`config.mk`:
```
export PLATFORM = sky130hd
export DESIGN_NAME = pdcfg_top
export DESIGN_NICKNAME = d
export VERILOG_FILES = /design/src/rtl/pdcfg_pkg.sv /design/src/rtl/pdcfg_spi_if.sv /design/src/rtl/pdcfg_spi_shift.sv /design/src/rtl/pdcfg_interval_timer.sv /design/src/rtl/pdcfg_top.sv
export SDC_FILE = /design/constraint.sdc
export NUM_CORES = 1
export LEC_CHECK = 0
export BUFFER_PORTS_ARGS = -buffer_cell sky130_fd_sc_hd__clkbuf_2
export CORE_ASPECT_RATIO = 1.5
export CORE_MARGIN = 5
export CORE_UTILIZATION = 60
export DETAILED_ROUTE_END_ITERATION = 7
export GPL_ROUTABILITY_DRIVEN = 0
export PLACE_DENSITY = 0.88
export SYNTH_ARGS = -nofsm -noshare
export SYNTH_HDL_FRONTEND = slang
export SYNTH_SLANG_ARGS = --single-unit
```
`constraint.sdc`:
```
create_clock -name clk -period 7.3 [get_ports clk]
set_input_delay 0.365 -clock clk [delete_from_list [all_inputs] [get_ports clk]]
set_output_delay 0.365 -clock clk [all_outputs]
set_load 0.005 [all_outputs]
```
`src/rtl/pdcfg_pkg.sv`:
```
package pdcfg_pkg;
   localparam int NCH        = 2;
   localparam int FRAME_BITS = 32;
   localparam int CNT_W      = 11;
   localparam int CLK_NS     = 100;
   typedef logic [FRAME_BITS-1:0] pdcfg_frame_t;
   typedef logic [CNT_W-1:0]      pdcfg_cnt_t;
   // frame field positions
   localparam int CMD_HI = 31, CMD_LO = 28, RW_BIT = 27, CFG_HI = 26, CFG_LO = 1;
   localparam int TDIAG_HI = 23, TDIAG_LO = 22, OCREAD_BIT = 21, THR_HI = 20, THR_LO = 15;
   localparam int TEMP_HI = 14, TEMP_LO = 13, SUPPLY_BIT = 12, BLANK_HI = 11, BLANK_LO = 9;
   localparam int REENG_BIT = 8, SENSE_BIT = 7, OLCUR_BIT = 6, GATE_HI = 5, GATE_LO = 4;
   localparam int MOS_BIT = 3, SIDE_BIT = 2, ENOUT_BIT = 1, PARITY_BIT = 0;
   localparam logic [3:0] CMD_CH1 = 4'h1;
   localparam logic [3:0] CMD_CH2 = 4'h2;
   localparam pdcfg_frame_t RESET_CH1 = 32'h1EC00001;
   localparam pdcfg_frame_t RESET_CH2 = 32'h2EC00001;
   localparam pdcfg_frame_t IDLE_REPLY = 32'h00000001;
   // times in ns, thermal limits in degrees and gate currents in mA, as printed
   localparam int BLANK_NS [8] = '{11100, 15600, 20000, 31100, 42200, 53300, 97800, 142200};
   localparam int TDIAG_NS [4] = '{25600, 61200, 105600, 150000};
   localparam logic [6:0] TEMP_DEG [4] = '{7'h00, 7'h3C, 7'h28, 7'h19};
   localparam logic [4:0] GATE_MA  [4] = '{5'h00, 5'h14, 5'h05, 5'h01};

   // least time, rounded up to whole cycles
   function automatic pdcfg_cnt_t ns_to_cycles(input int ns);
      ns_to_cycles = CNT_W'((ns + CLK_NS - 1) / CLK_NS);
   endfunction : ns_to_cycles

   function automatic pdcfg_cnt_t blank_cycles(input logic [2:0] code);
      blank_cycles = ns_to_cycles(BLANK_NS[code]);
   endfunction : blank_cycles

   function automatic pdcfg_cnt_t tdiag_cycles(input logic [1:0] code);
      tdiag_cycles = ns_to_cycles(TDIAG_NS[code]);
   endfunction : tdiag_cycles

   // one when bits 31:1 hold an even count of ones
   function automatic logic frame_parity(input pdcfg_frame_t f);
      frame_parity = ~^f[FRAME_BITS-1:1];
   endfunction : frame_parity
endpackage : pdcfg_pkg

```
`src/rtl/pdcfg_spi_if.sv`:
```
`timescale 1ns/1ns
// frame hand-off between the serial shifter and the register core
interface pdcfg_spi_if;
   import pdcfg_pkg::*;
   pdcfg_frame_t rxFrame;
   logic         rxValid;
   pdcfg_frame_t txFrame;
   modport shifter (output rxFrame, output rxValid, input txFrame);
   modport core    (input rxFrame, input rxValid, output txFrame);
endinterface : pdcfg_spi_if

```
`src/rtl/pdcfg_spi_shift.sv`:
```
`timescale 1ns/1ns
// serial frame shifter: samples mosi on sclk rise, moves miso on sclk fall
module pdcfg_spi_shift
   import pdcfg_pkg::*;
(
   input  wire logic          clk,
   input  wire logic          rstN,
   input  wire logic          csN,
   input  wire logic          sclk,
   input  wire logic          mosi,
   output logic               miso,
   pdcfg_spi_if.shifter       link
);
   typedef struct packed {
      logic         sclkPrev;
      logic         csPrev;
      logic [5:0]   count;
      pdcfg_frame_t shIn;
      pdcfg_frame_t shOut;
      logic         miso;
      logic         valid;
   } pdcfg_shift_t;
   pdcfg_shift_t s, next_s;
   localparam logic [5:0] FULL_CNT = 6'(FRAME_BITS);
   localparam logic [5:0] SAT_CNT  = 6'h3F;

   // edge detection, shifting and end-of-frame check
   always_comb begin
      next_s = s;
      next_s.sclkPrev = sclk;
      next_s.csPrev = csN;
      next_s.valid = 1'b0;
      if (s.csPrev && !csN) begin
         next_s.shOut = link.txFrame;
         next_s.miso = link.txFrame[FRAME_BITS-1];
         next_s.count = '0;
      end else if (!csN && sclk && !s.sclkPrev) begin
         next_s.shIn = {s.shIn[FRAME_BITS-2:0], mosi};
         if (s.count != SAT_CNT) next_s.count = s.count + 6'h01;
      end else if (!csN && !sclk && s.sclkPrev) begin
         next_s.shOut = {s.shOut[FRAME_BITS-2:0], 1'b0};
         next_s.miso = s.shOut[FRAME_BITS-2];
      end
      if (!s.csPrev && csN) next_s.valid = (s.count == FULL_CNT);
   end

   always_ff @(posedge clk or negedge rstN) begin
      if (!rstN) begin
         s <= '0;
         s.csPrev <= 1'b1; // idle level of the select, no false frame end
      end else begin
         s <= next_s;
      end
   end

   assign link.rxFrame = s.shIn;
   assign link.rxValid = s.valid;
   assign miso         = s.miso;
endmodule : pdcfg_spi_shift

```
`src/rtl/pdcfg_interval_timer.sv`:
```
`timescale 1ns/1ns
// one-shot interval timer; expired rises a programmed count after start
module pdcfg_interval_timer
   import pdcfg_pkg::*;
(
   input  wire logic       clk,
   input  wire logic       rstN,
   input  wire logic       start,
   input  pdcfg_pkg::pdcfg_cnt_t cycles,
   output logic            expired
);
   typedef struct packed {
      pdcfg_cnt_t count;
      logic       done;
   } pdcfg_timer_t;
   pdcfg_timer_t s, next_s;
   localparam pdcfg_cnt_t ONE = CNT_W'(1);

   // restart on start, count down, hold done
   always_comb begin
      next_s = s;
      if (start) begin
         next_s.count = cycles;
         next_s.done = 1'b0;
      end else if (s.count != '0) begin
         next_s.count = s.count - ONE;
         if (s.count == ONE) next_s.done = 1'b1;
      end
   end

   always_ff @(posedge clk or negedge rstN) begin
      if (!rstN) s <= '0;
      else s <= next_s;
   end

   assign expired = s.done;
endmodule : pdcfg_interval_timer

```
`src/rtl/pdcfg_top.sv`:
```
`timescale 1ns/1ns
// channel 1 and 2 configuration words of the pre-driver with
// overcurrent blanking, re-engagement and off-state filter timing
module pdcfg_top
   import pdcfg_pkg::*;
(
   input  wire logic                     clk,
   input  wire logic                     rst_n,
   input  wire logic                     spiCsN,
   input  wire logic                     spiSclk,
   input  wire logic                     spiMosi,
   output logic                          spiMiso,
   output logic                          spiMisoOe,
   input  wire logic [pdcfg_pkg::NCH-1:0] chCtrl,
   input  wire logic [pdcfg_pkg::NCH-1:0] ocRaw,
   input  wire logic [pdcfg_pkg::NCH-1:0][5:0] actualThreshold,
   output logic [pdcfg_pkg::NCH-1:0]     gateOn,
   output logic [pdcfg_pkg::NCH-1:0]     ocShutdown,
   output logic [pdcfg_pkg::NCH-1:0]     noOcFailure,
   output logic [pdcfg_pkg::NCH-1:0]     offDiagReady,
   output logic [pdcfg_pkg::NCH-1:0]     sideHigh,
   output logic [pdcfg_pkg::NCH-1:0]     mosOption,
   output logic [pdcfg_pkg::NCH-1:0]     senseShunt,
   output logic [pdcfg_pkg::NCH-1:0]     openloadHighCurrent,
   output logic [pdcfg_pkg::NCH-1:0]     supplyAdjustOn,
   output logic [pdcfg_pkg::NCH-1:0][6:0] thermalLimitDeg,
   output logic [pdcfg_pkg::NCH-1:0][4:0] gateCurrentMa,
   output logic [pdcfg_pkg::NCH-1:0][5:0] thresholdCode
);
   import pdcfg_pkg::*;

   typedef struct packed {
      logic [NCH-1:0][FRAME_BITS-1:0] setup;
      pdcfg_frame_t                   tx;
      logic [NCH-1:0]                 ocLatch;
      logic [NCH-1:0]                 readout;
      logic [NCH-1:0]                 ctrlPrev;
      logic [NCH-1:0]                 gate;
      logic [NCH-1:0]                 noOc;
      logic [NCH-1:0]                 offReady;
   } pdcfg_core_t;

   pdcfg_core_t    s, next_s;
   logic [1:0]     rstSync;
   logic           rstN;
   logic [NCH-1:0] blankExpired;
   logic [NCH-1:0] offExpired;
   logic [NCH-1:0] blankStart;
   logic [NCH-1:0] offStart;
   pdcfg_spi_if    link ();

   // command nibble to channel index, one when it names a channel here
   function automatic logic cmd_hit(input logic [3:0] cmd);
      cmd_hit = (cmd == CMD_CH1) || (cmd == CMD_CH2);
   endfunction : cmd_hit

   function automatic logic cmd_index(input logic [3:0] cmd);
      cmd_index = (cmd == CMD_CH2);
   endfunction : cmd_index

   // reset release through two flops; covers power-on and the external reset input
   always_ff @(posedge clk or negedge rst_n) begin
      if (!rst_n) rstSync <= '0;
      else rstSync <= {rstSync[0], 1'b1};
   end
   assign rstN = rstSync[1];

   pdcfg_spi_shift u_shift (
      .clk  (clk),
      .rstN (rstN),
      .csN  (spiCsN),
      .sclk (spiSclk),
      .mosi (spiMosi),
      .miso (spiMiso),
      .link (link.shifter)
   );

   // per channel blanking and off-state filter timers
   genvar g;
   generate
      for (g = 0; g < NCH; g++) begin : g_ch
         // blanking restarts on each enabled turn-on edge
         assign blankStart[g] = chCtrl[g] && !s.ctrlPrev[g] && s.setup[g][ENOUT_BIT];
         // off filter restarts on each turn-off edge
         assign offStart[g] = !chCtrl[g] && s.ctrlPrev[g];

         pdcfg_interval_timer u_blank (
            .clk     (clk),
            .rstN    (rstN),
            .start   (blankStart[g]),
            .cycles  (blank_cycles(s.setup[g][BLANK_HI:BLANK_LO])),
            .expired (blankExpired[g])
         );

         pdcfg_interval_timer u_off (
            .clk     (clk),
            .rstN    (rstN),
            .start   (offStart[g]),
            .cycles  (tdiag_cycles(s.setup[g][TDIAG_HI:TDIAG_LO])),
            .expired (offExpired[g])
         );
      end
   endgenerate

   // frame decode, configuration update, protection and reply build
   always_comb begin
      logic         frameOk;
      logic         hit;
      logic         idx;
      logic [3:0]   cmd;
      logic         rise;
      logic         trip;
      logic         clearOk;
      pdcfg_frame_t reply;
      next_s = s;
      frameOk = link.rxValid && (link.rxFrame[PARITY_BIT] == frame_parity(link.rxFrame));
      cmd = link.rxFrame[CMD_HI:CMD_LO];
      hit = frameOk && cmd_hit(cmd);
      idx = cmd_index(cmd);
      rise = 1'b0;
      trip = 1'b0;
      clearOk = 1'b0;
      reply = IDLE_REPLY;

      // write only on a whole, good-parity frame with write access
      if (hit && !link.rxFrame[RW_BIT]) begin
         next_s.setup[idx][CFG_HI:CFG_LO] = link.rxFrame[CFG_HI:CFG_LO];
      end

      // overcurrent latch and re-engagement per channel
      for (int i = 0; i < NCH; i++) begin
         rise = chCtrl[i] && !s.ctrlPrev[i];
         next_s.ctrlPrev[i] = chCtrl[i];
         if (s.setup[i][SENSE_BIT]) begin
            trip = ocRaw[i] && s.gate[i];
         end else begin
            trip = ocRaw[i] && s.gate[i] && blankExpired[i];
         end
         if (s.setup[i][REENG_BIT]) begin
            clearOk = rise && s.readout[i];
         end else begin
            clearOk = rise;
         end
         // an access to the channel word counts as diagnostic readout
         if (hit && (idx == 1'(i)) && s.ocLatch[i]) next_s.readout[i] = 1'b1;
         if (clearOk) begin
            next_s.ocLatch[i] = 1'b0;
            next_s.readout[i] = 1'b0;
         end
         // a new trip wins over a clear in the same cycle
         if (trip) begin
            next_s.ocLatch[i] = 1'b1;
            next_s.readout[i] = 1'b0;
         end
         next_s.gate[i] = s.setup[i][ENOUT_BIT] && chCtrl[i] && !next_s.ocLatch[i];
         next_s.noOc[i] = s.gate[i] && blankExpired[i] && !s.ocLatch[i];
         next_s.offReady[i] = !chCtrl[i] && offExpired[i];
      end

      // reply goes out in the next frame
      if (frameOk) begin
         if (hit) begin
            reply = next_s.setup[idx];
            if (next_s.setup[idx][OCREAD_BIT]) begin
               reply[THR_HI:THR_LO] = actualThreshold[idx];
            end
         end
         reply[CMD_HI:CMD_LO] = cmd;
         reply[RW_BIT] = link.rxFrame[RW_BIT];
         reply[PARITY_BIT] = frame_parity(reply);
         next_s.tx = reply;
      end
   end

   // configuration and state register, reset to documented values
   always_ff @(posedge clk or negedge rstN) begin
      if (!rstN) begin
         s <= '0;
         s.setup[0] <= RESET_CH1;
         s.setup[1] <= RESET_CH2;
         s.tx <= IDLE_REPLY;
      end else begin
         s <= next_s;
      end
   end

   assign link.txFrame = s.tx;
   assign spiMisoOe    = !spiCsN;

   // field outputs from the stored words, thermal limit and gate current through the lookup tables
   generate
      for (g = 0; g < NCH; g++) begin : g_out
         assign gateOn[g]              = s.gate[g];
         assign ocShutdown[g]          = s.ocLatch[g];
         assign noOcFailure[g]         = s.noOc[g];
         assign offDiagReady[g]        = s.offReady[g];
         assign sideHigh[g]            = s.setup[g][SIDE_BIT];
         assign mosOption[g]           = s.setup[g][MOS_BIT];
         assign senseShunt[g]          = s.setup[g][SENSE_BIT];
         assign openloadHighCurrent[g] = s.setup[g][OLCUR_BIT];
         assign supplyAdjustOn[g]      = s.setup[g][SUPPLY_BIT];
         assign thermalLimitDeg[g]     = TEMP_DEG[s.setup[g][TEMP_HI:TEMP_LO]];
         assign gateCurrentMa[g]       = GATE_MA[s.setup[g][GATE_HI:GATE_LO]];
         assign thresholdCode[g]       = s.setup[g][THR_HI:THR_LO];
      end
   endgenerate
endmodule : pdcfg_top

```
==> results.txt, run 1 <==
----------------------------------------------------
[Outcome]
  Status ... aborted with a tool error
  Last flow stage reached ... 5_1_grt
  First error in the log ... [ERROR GRT-0116] Global routing finished with congestion. Check the congestion regions in the DRC Viewer.

[Global routing]
  Pin count of the biggest net entering global routing ... 186
  First-pass GRT wire length ... 218000 µm
  Global routing usage summed across all routing layers ... 70.1%
  Total global routing overflow ... 160
  Number of global-route vias before repair ... 33935

[Synthesis]
  Proportion of synthesized flip-flops having asynchronous set or reset ... 100%
  Sequential element share of the synthesized area ... 25.1%
  Flip-flop and latch count after synthesis ... 219
  Synth Flop Type ... sky130_fd_sc_hd__dfrtp_1
  Post-synthesis cell count ... between 2000 and 3000
  Number of warnings reported in the yosys synthesis log ... 0
  Number of synthesized flops with an enable pin ... 0
  Area of the mapped netlist ... between 0.02 and 0.025 mm²
  Mean area per synthesized cell ... 8.21 µm²
  Number of distinct library cells after synthesis ... 136

[Place]
  Setup slack at placement ... -3.27 ns
  Quantity of I/O buffers inserted on ports ... 68
  Half-perimeter wire length after placement ... 62800 µm
  Number of cells in the design after placement ... 3679

[Die]
  IO Pins ... 77
  Vertical die dimension ... 244 µm
  Die Wd ... approximately 170 µm
  Placement row count ... 85
  Starting density of the core ... 60.8%

[Clock tree]
  Clock buffers created by TritonCTS ... 21
  Number of sinks driven by the clock tree ... ~220
  Max H-tree Level ... 1
  Buffers from clock root to sink, at most ... 3
  CTS Root Cell ... sky130_fd_sc_hd__clkbuf_16

----------------------------------------------------
[synth_stat cells (13+ instances only)]
master / n / area [µm²]
sky130_fd_sc_hd__nand3_1: 65 / 325
sky130_fd_sc_hd__and2_1: 29 / 181
sky130_fd_sc_hd__o211ai_1: 32 / 240
sky130_fd_sc_hd__o22ai_1: 14 / 87.6
sky130_fd_sc_hd__nor4_1: 24 / 150
sky130_fd_sc_hd__nor2_1: 229 / 860
sky130_fd_sc_hd__ha_1: 87 / 1090
sky130_fd_sc_hd__and3_1: 19 / 119
sky130_fd_sc_hd__o21a_1: 20 / 150
sky130_fd_sc_hd__o31a_1: 14 / 123
sky130_fd_sc_hd__o21ai_1: 16 / 80.1
sky130_fd_sc_hd__a31oi_1: 39 / 244
sky130_fd_sc_hd__or4_1: 20 / 150
sky130_fd_sc_hd__a21o_1: 39 / 293
sky130_fd_sc_hd__nand2b_1: 29 / 181
sky130_fd_sc_hd__clkbuf_1: 71 / 267
sky130_fd_sc_hd__inv_1: 78 / 293
sky130_fd_sc_hd__xnor2_1: 130 / 1140
sky130_fd_sc_hd__o311ai_0: 13 / 114
sky130_fd_sc_hd__buf_4: 50 / 375
sky130_fd_sc_hd__nor2b_1: 37 / 231
sky130_fd_sc_hd__o21ai_0: 178 / 891
sky130_fd_sc_hd__a31o_2: 15 / 131
sky130_fd_sc_hd__a21oi_1: 111 / 556
sky130_fd_sc_hd__nand4_1: 29 / 181
sky130_fd_sc_hd__nand2_1: 285 / 1070
sky130_fd_sc_hd__buf_2: 30 / 150
sky130_fd_sc_hd__o31ai_1: 29 / 218
sky130_fd_sc_hd__mux2_2: 89 / 1000
sky130_fd_sc_hd__mux2i_1: 82 / 821
sky130_fd_sc_hd__or3_1: 16 / 100
sky130_fd_sc_hd__xor2_1: 31 / 272
sky130_fd_sc_hd__nor3_1: 104 / 521
sky130_fd_sc_hd__dfrtp_1: 209 / 5230
sky130_fd_sc_hd__a211oi_1: 18 / 135
[timing repair]
action / CTS
endpoints found under the hold margin: 3
pin swaps: 101
buffers inserted: 52
hold buffers: 2
resized for setup: 122
endpoints found under the setup margin: 9
[cells by family after synthesis]
kind of cell	Yosys count	share of synthesized area, %
xor+xnor	162	6.52
compound gates	767	25.5
simple gates	995	23.2
flops	219	25.1
other cells	2	0.0344
fa+ha+maj	92	5.21
buf+inv	249	5.55
mux	177	8.80
[through the flow]
stage / util [%] / hold WS, ns / cell area [µm²] / TNS [ns]
after floorplan: - / 0.0694 / 22600 / -11.75
after CTS: 81.0 / 0.0206 / 29100 / -12.41
after detailed placement: 76.2 / 0.157 / 27400 / -14.10
after global placement: 76.2 / 0.150 / 27400 / -10.21
[layer usage]
metal / GRT overflow / GRT usage (%)
met5: 1 / 33.6
met4: 54 / 70.3
met3: 11 / 58.1
met2: 87 / 85.0
met1: 7 / 67.9
==> run 2, diff against run 1 <==
--- a/config.mk
+++ b/config.mk
@@ -6,12 +6,11 @@
 export NUM_CORES = 1
 export LEC_CHECK = 0
 export BUFFER_PORTS_ARGS = -buffer_cell sky130_fd_sc_hd__clkbuf_2
-export CORE_ASPECT_RATIO = 1.5
 export CORE_MARGIN = 5
-export CORE_UTILIZATION = 60
+export CORE_UTILIZATION = 40
 export DETAILED_ROUTE_END_ITERATION = 7
 export GPL_ROUTABILITY_DRIVEN = 0
-export PLACE_DENSITY = 0.88
+export PLACE_DENSITY_LB_ADDON = 0.15
 export SYNTH_ARGS = -nofsm -noshare
 export SYNTH_HDL_FRONTEND = slang
 export SYNTH_SLANG_ARGS = --single-unit
==> results.txt, run 2 <==
----------------------------------------------------
[Layout]
  Layout cell share with drive strength beyond 1 ... 36.1%
  Area growth from synthesis to layout ... 36.5%
  Count of placed standard cells in the final layout, fillers left out ... approximately 4000
  Most frequent standard cell in the layout excluding fill and tap cells ... sky130_fd_sc_hd__buf_4
  Flip-flop count of the largest register after layout ... 39
  Regs by FF count ... u_shift.s (39), s (34)
  Commonest non-fill, non-tap cells in the layout ... sky130_fd_sc_hd__buf_4, sky130_fd_sc_hd__nand2_1, sky130_fd_sc_hd__nor2_1, sky130_fd_sc_hd__dfrtp_1, sky130_fd_sc_hd__o21ai_0
  Number of diodes ... 0
  Cell area after layout ... 0.0298 mm²
  Largest register by flop count ... u_shift.s
  Fin nets ... 3431

[STA]
  Count of endpoints failing setup in the final report ... 7
  Achievable clock frequency ... 0.0987 GHz
  Worst-Margin Slew ... 1.25 ns
  Worst-case setup margin in the final layout ... -2.83 ns
  Clock period minus final worst setup slack ... 10.13 ns
  Final period util ... 139%
  Final hold violations ... 0
  Pins over their slew limit ... 0
  Worst-case clock skew ... 0.0276 ns
  Remaining max-slew budget at the tightest pin ... 16.2%
  Worst hold margin ... 0.0278 ns
  Unrepaired setup endpoints after global routing ... yes

[Power and ir drop]
  Leakage power total ... between 10 and 15 nW
  Worst VDD drop ... 195 µV
  Power density relative to cell area ... a little under 100 mW/mm²
  Portion of total power attributed to sequential cells ... 46.6%
  Cell internal pwr ... 0.00217 W
  Net switching power figure ... 0.000778 W
  Switching fraction of total power ... about a quarter
  Part of the power in combinational logic ... 11.9%
  Proportion of power drawn by the clock network ... 41.6%

[Synthesis]
  Area leader, netlist ... sky130_fd_sc_hd__dfrtp_1 (unchanged)
  Most used standard cells in the synthesized netlist ... sky130_fd_sc_hd__nand2_1, sky130_fd_sc_hd__nor2_1, sky130_fd_sc_hd__dfrtp_1 (unchanged)
  Area share of the largest cell type after synthesis ... 23.9% (unchanged)
  Post-synthesis cell count ... 2663 (unchanged)
  Sequential element share of the synthesized area ... 25.1% (unchanged)
  Dominant cells by area after synthesis ... sky130_fd_sc_hd__dfrtp_1, sky130_fd_sc_hd__xnor2_1, sky130_fd_sc_hd__ha_1, sky130_fd_sc_hd__nand2_1, sky130_fd_sc_hd__mux2_2 (unchanged)
  Flip-flop and latch count after synthesis ... 219 (unchanged)
  Most frequently used cell type in the post-synthesis netlist ... sky130_fd_sc_hd__nand2_1 (unchanged)
  Number of warnings reported in the yosys synthesis log ... 0 (unchanged)
  Number of distinct library cells after synthesis ... 136 (unchanged)
  Area of the mapped netlist ... 0.0219 mm² (unchanged)
  Mean area per synthesized cell ... 8.21 µm² (unchanged)
  Proportion of synthesized flip-flops having asynchronous set or reset ... 100% (unchanged)
  Synth Flop Type ... sky130_fd_sc_hd__dfrtp_1 (unchanged)
  Number of synthesized flops with an enable pin ... 0 (unchanged)

[Worst setup path]
  WP data required ... 7.69 ns
  Category of the most critical setup path ... flop to flop
  Data arrival time at the worst-slack endpoint ... 10.52 ns
  Cells on worst reg2reg path ... 49
  CP max-delay cell ... sky130_fd_sc_hd__or4b_4
  Critical Path Start Type ... flop
  Most frequent CP cell ... sky130_fd_sc_hd__buf_4
  Crit path capture type ... flop
  Largest fanout on the critical path ... 10
  Longest individual stage delay on the worst path ... about 0.54 ns

[Place]
  Instance area at placement ... 0.0279 mm² (was 0.0274 mm²)
  Number of cells in the design after placement ... 3924 (was 3679)
  Quantity of I/O buffers inserted on ports ... 68 (unchanged)
  Half-perimeter wire length after placement ... 55700 µm (was 62800 µm)

[Clock tree]
  Worst skew pair latency ... 0.54 ns
  TritonCTS clock tree ... built
  Clock buffers created by TritonCTS ... 23 (was 21)
  Post-CTS clock slew at the launch and capture registers of the worst setup and hold paths ... roughly 0.06 ns
  Buffers from clock root to sink, at most ... 3 (unchanged)
  Number of sinks driven by the clock tree ... 219 (unchanged)
  CTS Root Cell ... sky130_fd_sc_hd__clkbuf_16 (unchanged)
  Max H-tree Level ... 1 (unchanged)

[Route]
  Highest routed metal layer ... met4
  First-iteration detailed-routing DRC count ... 1676
  Antenna Nets Post-Route ... 0
  Final WL ... 72000 µm
  Average detailed-routed wire length per instance ... 17.8 µm
  Met1 Wirelength ... 33500 µm
  Met2 Wirelength ... approximately 34000 µm
  Pre-Repair DR Iteration Count ... 8
  Post-detailed-route via-to-cell ratio ... about 5.7
  Detailed-route DRC error count ... 0
  Routed wl met3 ... 2620 µm
  Vias after detailed routing ... 22906

[Global routing]
  Total global routing overflow ... 0
  Global routing usage summed across all routing layers ... 23.1%
  Number of global-route vias before repair ... 22692
  First-pass GRT wire length ... 118000 µm
  Pin count of the biggest net entering global routing ... 80
  Antenna violations before repair ... 0

[Die]
  Die Wd ... 244 µm (was 166 µm)
  IO Pins ... 77 (unchanged)
  Die area ... slightly below 0.06 mm²
  Starting density of the core ... 40.5% (was 60.8%)
  Core box area ... approximately 0.054 mm²
  Vertical die dimension ... 244 µm (unchanged)
  Placement row count ... 85 (unchanged)

[Outcome]
  Status ... finished with violations (was aborted with a tool error)
  Violations in the final reports ... negative setup slack

[Flow run]
  Max Cap Viol ... 0

[Worst hold path]
  Min-Delay Path Depth ... 1
  Type of the most critical hold path ... primary input to flop

----------------------------------------------------
-- run 2: cell counts after synthesis --
Identical to the previous run, type by type.
-- run 2: layer usage --
| layer | vias up | track usage (%) |
|---|---|---|
| met5 | - | 0 |
| met3 | 102 | 1.97 |
| met1 | 11096 | 32.1 |
| met2 | 541 | 39.7 |
| met4 | 0 | 4.81 |
| li1 | 11167 | - |
-- run 2: kinds of logic (layout without fill, tap and decap cells) --
family                     count (synthesis)  after routing  share of synthesized area, %
buffers and inverters                    249            919                          5.55
other                                      2              9                        0.0344
AOI/OAI and AO/OA                        767            767                          25.5
muxes                                    177            177                          8.80
and+or+nand+nor                          995            995                          23.2
adders and majority gates                 92             92                          5.21
DFF                                      219            219                          25.1
xor gates and xnor gates                 162            162                          6.52
-- run 2: repair_timing --
action / in CTS / in global routing
gates resized for setup: 58 / 73
hold buffers: 3 / 0
endpoints found under the hold margin: 4 / 0
pin swaps: 43 / 70
buffers inserted: 32 / 38
setup endpoints to repair: 9 / 9
-- run 2: final cells by class --
type	instances	area, µm²
fill	4964	24200
multi-input combinational	2202	16400
timing repair buffer	795	5950
sequential	219	5500
tap	696	871
clock buffer	33	673
inverter	82	338
clock inverter	9	123
-- run 2: worst max-delay path: cells and delay by family (launching register included) --
family                   cells  cell delay (ns)
AO/OA/AOI/OAI               21             3.84
XOR/XNOR                     1             0.16
adder cells (fa/ha/maj)      4             0.67
buffers and inverters        8             1.02
flip-flops                   1             0.39
multiplexers                 3             0.95
AND/OR/NAND/NOR             12             2.95
-- run 2: power groups by stage --
stage / registers (W) / logic [W] / clock network, W
after floorplan: 0.00138 / 0.000265 / 0
after global placement: 0.00139 / 0.000334 / 0
after detailed placement: 0.00139 / 0.000344 / 0
after CTS: 0.00137 / 0.000350 / 0.00126
after global routing: 0.00138 / 0.000385 / 0.00131
final: 0.00137 / 0.000350 / 0.00123
-- run 2: final timing paths --
| check | start | endpoint | slack, ns |
|---|---|---|---|
| max | s[54] | g_ch[0].u_blank.s[1] | -2.83 |
| min | chCtrl[1] | s[7] | 0.03 |
| max reg2reg | s[54] | g_ch[0].u_blank.s[1] | -2.83 |
| min reg2reg | rstSync[0] | rstSync[1] | 0.35 |
| max in group asynchronous | rstSync[1] | s[97] | 5.24 |
| min in group asynchronous | rst_n | rstSync[1] | 0.15 |
-- run 2: metrics by stage --
stage | utilization [%] | TNS [ns] | setup slack [ns] | power (W)
after global routing | 55.2 | -15.01 | -3.37 | 0.00308
after CTS | 54.0 | -10.60 | -2.61 | 0.00298
after global placement | 51.5 | -11.75 | -2.66 | 0.00172
after floorplan | - | -11.75 | -2.89 | 0.00164
final | 55.2 | -11.61 | -2.83 | 0.00295
after detailed placement | 51.5 | -13.22 | -2.97 | 0.00174
Note: power is estimated with default switching activity, not from simulation.
==> run 3, diff against run 2 <==
--- a/config.mk
+++ b/config.mk
@@ -10,7 +10,9 @@
 export CORE_UTILIZATION = 40
 export DETAILED_ROUTE_END_ITERATION = 7
 export GPL_ROUTABILITY_DRIVEN = 0
+export HOLD_SLACK_MARGIN = 0.15
 export PLACE_DENSITY_LB_ADDON = 0.15
+export SKIP_LAST_GASP = 1
 export SYNTH_ARGS = -nofsm -noshare
 export SYNTH_HDL_FRONTEND = slang
 export SYNTH_SLANG_ARGS = --single-unit
==> constraint.sdc (replaced) <==
create_clock -name clk -period 7.3 [get_ports clk]
set_input_delay 1.095 -clock clk [delete_from_list [all_inputs] [get_ports clk]]
set_output_delay 1.095 -clock clk [all_outputs]
set_load 0.005 [all_outputs]
==> results.txt, run 3 (same netlist as run 2, synthesis figures left out) <==
----------------------------------------------------
[Layout]
  Largest register by flop count ... u_shift.s (unchanged)
  Area growth from synthesis to layout ... 36.0% (was 36.5%)
  Most frequent standard cell in the layout excluding fill and tap cells ... sky130_fd_sc_hd__buf_4 (unchanged)
  Number of diodes ... 0 (unchanged)
  Commonest non-fill, non-tap cells in the layout ... sky130_fd_sc_hd__buf_4, sky130_fd_sc_hd__nand2_1, sky130_fd_sc_hd__nor2_1, sky130_fd_sc_hd__dfrtp_1, sky130_fd_sc_hd__o21ai_0 (unchanged)
  Regs by FF count ... u_shift.s (39), s (34) (unchanged)
  Share of the core filled with cells in the final layout ... 55.0% (was 55.2%)
  Number of inserted filler cells in the final layout ... 4973 (was 4964)
  Flip-flop count of the largest register after layout ... 39 (unchanged)
  Fin nets ... 3422 (was 3431)
  Layout cell share with drive strength beyond 1 ... 36.0% (was 36.1%)

[Die]
  Core box area ... 0.0540 mm² (unchanged)
  Die Wd ... 244 µm (unchanged)
  Placement row count ... 85 (unchanged)
  IO Pins ... 77 (unchanged)
  Starting density of the core ... 40.5% (unchanged)
  Vertical die dimension ... 244 µm (unchanged)
  Die area ... 0.0594 mm² (unchanged)

[STA]
  Clock period minus final worst setup slack ... 10.13 ns (about the same)
  Count of endpoints failing setup in the final report ... 7 (unchanged)
  Pins over their slew limit ... 0 (unchanged)
  Remaining max-slew budget at the tightest pin ... 17.2% (was 16.2%)
  Worst-case clock skew ... 0.0273 ns (was 0.0276 ns)
  Worst-case setup margin in the final layout ... -2.83 ns (about the same)
  Achievable clock frequency ... 0.0987 GHz (about the same)
  Final period util ... 139% (about the same)
  Worst hold margin ... 0.328 ns (was 0.0278 ns)
  Unrepaired setup endpoints after global routing ... yes (unchanged)
  Final hold violations ... 0 (unchanged)
  Worst-Margin Slew ... 1.23 ns (was 1.25 ns)
  Total Neg Setup Slack ... -11.49 ns (was -11.61 ns)

[Power and ir drop]
  Total Power Consumption ... 0.00294 W (was 0.00295 W)
  Leakage power total ... 13.3 nW (was 13.4 nW)
  Worst VDD drop ... 193 µV (was 195 µV)
  Power density relative to cell area ... 99.0 mW/mm² (was 98.8 mW/mm²)

[Place]
  Setup slack at placement ... -2.97 ns (unchanged)
  Quantity of I/O buffers inserted on ports ... 68 (unchanged)
  Half-perimeter wire length after placement ... 55700 µm (unchanged)

[Clock tree]
  Buffers from clock root to sink, at most ... 3 (unchanged)
  Number of sinks driven by the clock tree ... 219 (unchanged)
  Clock buffers created by TritonCTS ... 23 (unchanged)
  Hold buffer count at CTS ... 0 (was 3)
  Max H-tree Level ... 1 (unchanged)
  TritonCTS clock tree ... built (unchanged)
  CTS Root Cell ... sky130_fd_sc_hd__clkbuf_16 (unchanged)
  Post-CTS clock slew at the launch and capture registers of the worst setup and hold paths ... 0.06 ns (about the same)
  Worst skew pair latency ... 0.54 ns (about the same)

[Worst setup path]
  Data arrival time at the worst-slack endpoint ... 10.52 ns (about the same)
  Startpoint of the worst setup timing path ... s[54] (unchanged)
  Most frequent CP cell ... sky130_fd_sc_hd__buf_4 (unchanged)
  Crit path capture type ... flop (unchanged)
  Startpoint of the lowest-slack register-to-register path ... s[54] (unchanged)
  Category of the most critical setup path ... flop to flop (unchanged)
  Largest fanout on the critical path ... 10 (unchanged)
  WP data required ... 7.69 ns (about the same)
  Longest individual stage delay on the worst path ... 0.54 ns (about the same)
  CP max-delay cell ... sky130_fd_sc_hd__or4b_4 (unchanged)
  Critical Path Start Type ... flop (unchanged)

[Route]
  Detailed-route DRC error count ... 0 (unchanged)
  Antenna Nets Post-Route ... 0 (unchanged)
  Final WL ... 72000 µm (about the same)
  Vias after detailed routing ... 22945 (was 22906)
  Pre-Repair DR Iteration Count ... 6 (was 8)
  First-iteration detailed-routing DRC count ... 1671 (was 1676)
  Average detailed-routed wire length per instance ... 17.9 µm (was 17.8 µm)
  Post-detailed-route via-to-cell ratio ... 5.70 (was 5.68)

[Outcome]
  Violations in the final reports ... negative setup slack (unchanged)
  Status ... finished with violations (unchanged)

[Flow run]
  Max Cap Viol ... 0 (unchanged)

[Global routing]
  Antenna violations before repair ... 0 (unchanged)
  Number of global-route vias before repair ... 22675 (was 22692)
  Global routing usage summed across all routing layers ... 23.1% (about the same)
  First-pass GRT wire length ... 118000 µm (about the same)
  Pin count of the biggest net entering global routing ... 80 (unchanged)
  Total global routing overflow ... 0 (unchanged)

[Worst hold path]
  Type of the most critical hold path ... primary input to asynchronous set/reset pin (was primary input to flop)

----------------------------------------------------
run 3: power breakdown:
part / internal (W) / total (W) / switching, W
combinational: 0.000161 / 0.000347 / 0.000186
sequential: 0.00129 / 0.00137 / 0.0000850
clock: 0.000721 / 0.00123 / 0.000505
total: 0.00217 / 0.00294 / 0.000776
run 3: final cells by class:
cell class / count / area [µm²] / area share (%)
tap: 696 / 871 / 2.93
inverter: 82 / 338 / 1.14
timing repair buffer: 786 / 5840 / 19.7
clock buffer: 33 / 673 / 2.26
multi-input combinational: 2202 / 16400 / 55.1
sequential: 219 / 5500 / 18.5
clock inverter: 9 / 123 / 0.412
run 3: path summary, 6_finish.rpt:
| kind | endpoint | slack [ns] | cells past startpoint |
|---|---|---|---|
| worst min-delay path | rstSync[1] | 0.33 | 1 |
| max in group asynchronous | offDiagReady[0] | 5.25 | 1 |
| worst min register to register | rstSync[1] | 0.35 | 0 |
| worst max register to register | g_ch[0].u_blank.s[1] | -2.83 | 49 |
| worst max-delay path | g_ch[0].u_blank.s[1] | -2.83 | 49 |
| min in group clk | rstSync[1] | 0.35 | 0 |
run 3: per-layer routing:
layer | vias to the layer above | wire length (µm) | global-route usage, %
li1 | 11141 | - | -
met1 | 11157 | 33400 | 32.0
met2 | 552 | 34500 | 39.6
met3 | 95 | 2760 | 1.98
met4 | 0 | 1370 | 4.81
met5 | - | 0 | 0
run 3: per-stage QoR:
stage | std cells | area (µm²)
floorplan | 2670 | 22600
global placement | 3924 | 27900
detailed placement | 3924 | 27900
CTS | 3997 | 29100
global route | 4027 | 29700
finish | 4027 | 29700
run 3: worst max-delay path, delay by kind of cell, from the launching register on:
family                     cells  cell delay [ns]
and+or+nand+nor               12             2.96
buffers and inverters          8             1.02
adders and majority gates      4             0.67
xor gates and xnor gates       1             0.16
muxes                          3             0.95
AOI/OAI and AO/OA             21             3.79
DFF                            1             0.39
run 3: repair_timing:
action / in CTS / in global routing
cloned: 0 / 0
pin swaps: 43 / 62
gates resized for setup: 50 / 76
setup buffers: 32 / 32
hold endpoints to repair: 0 / 0
endpoints found under the setup margin: 9 / 9
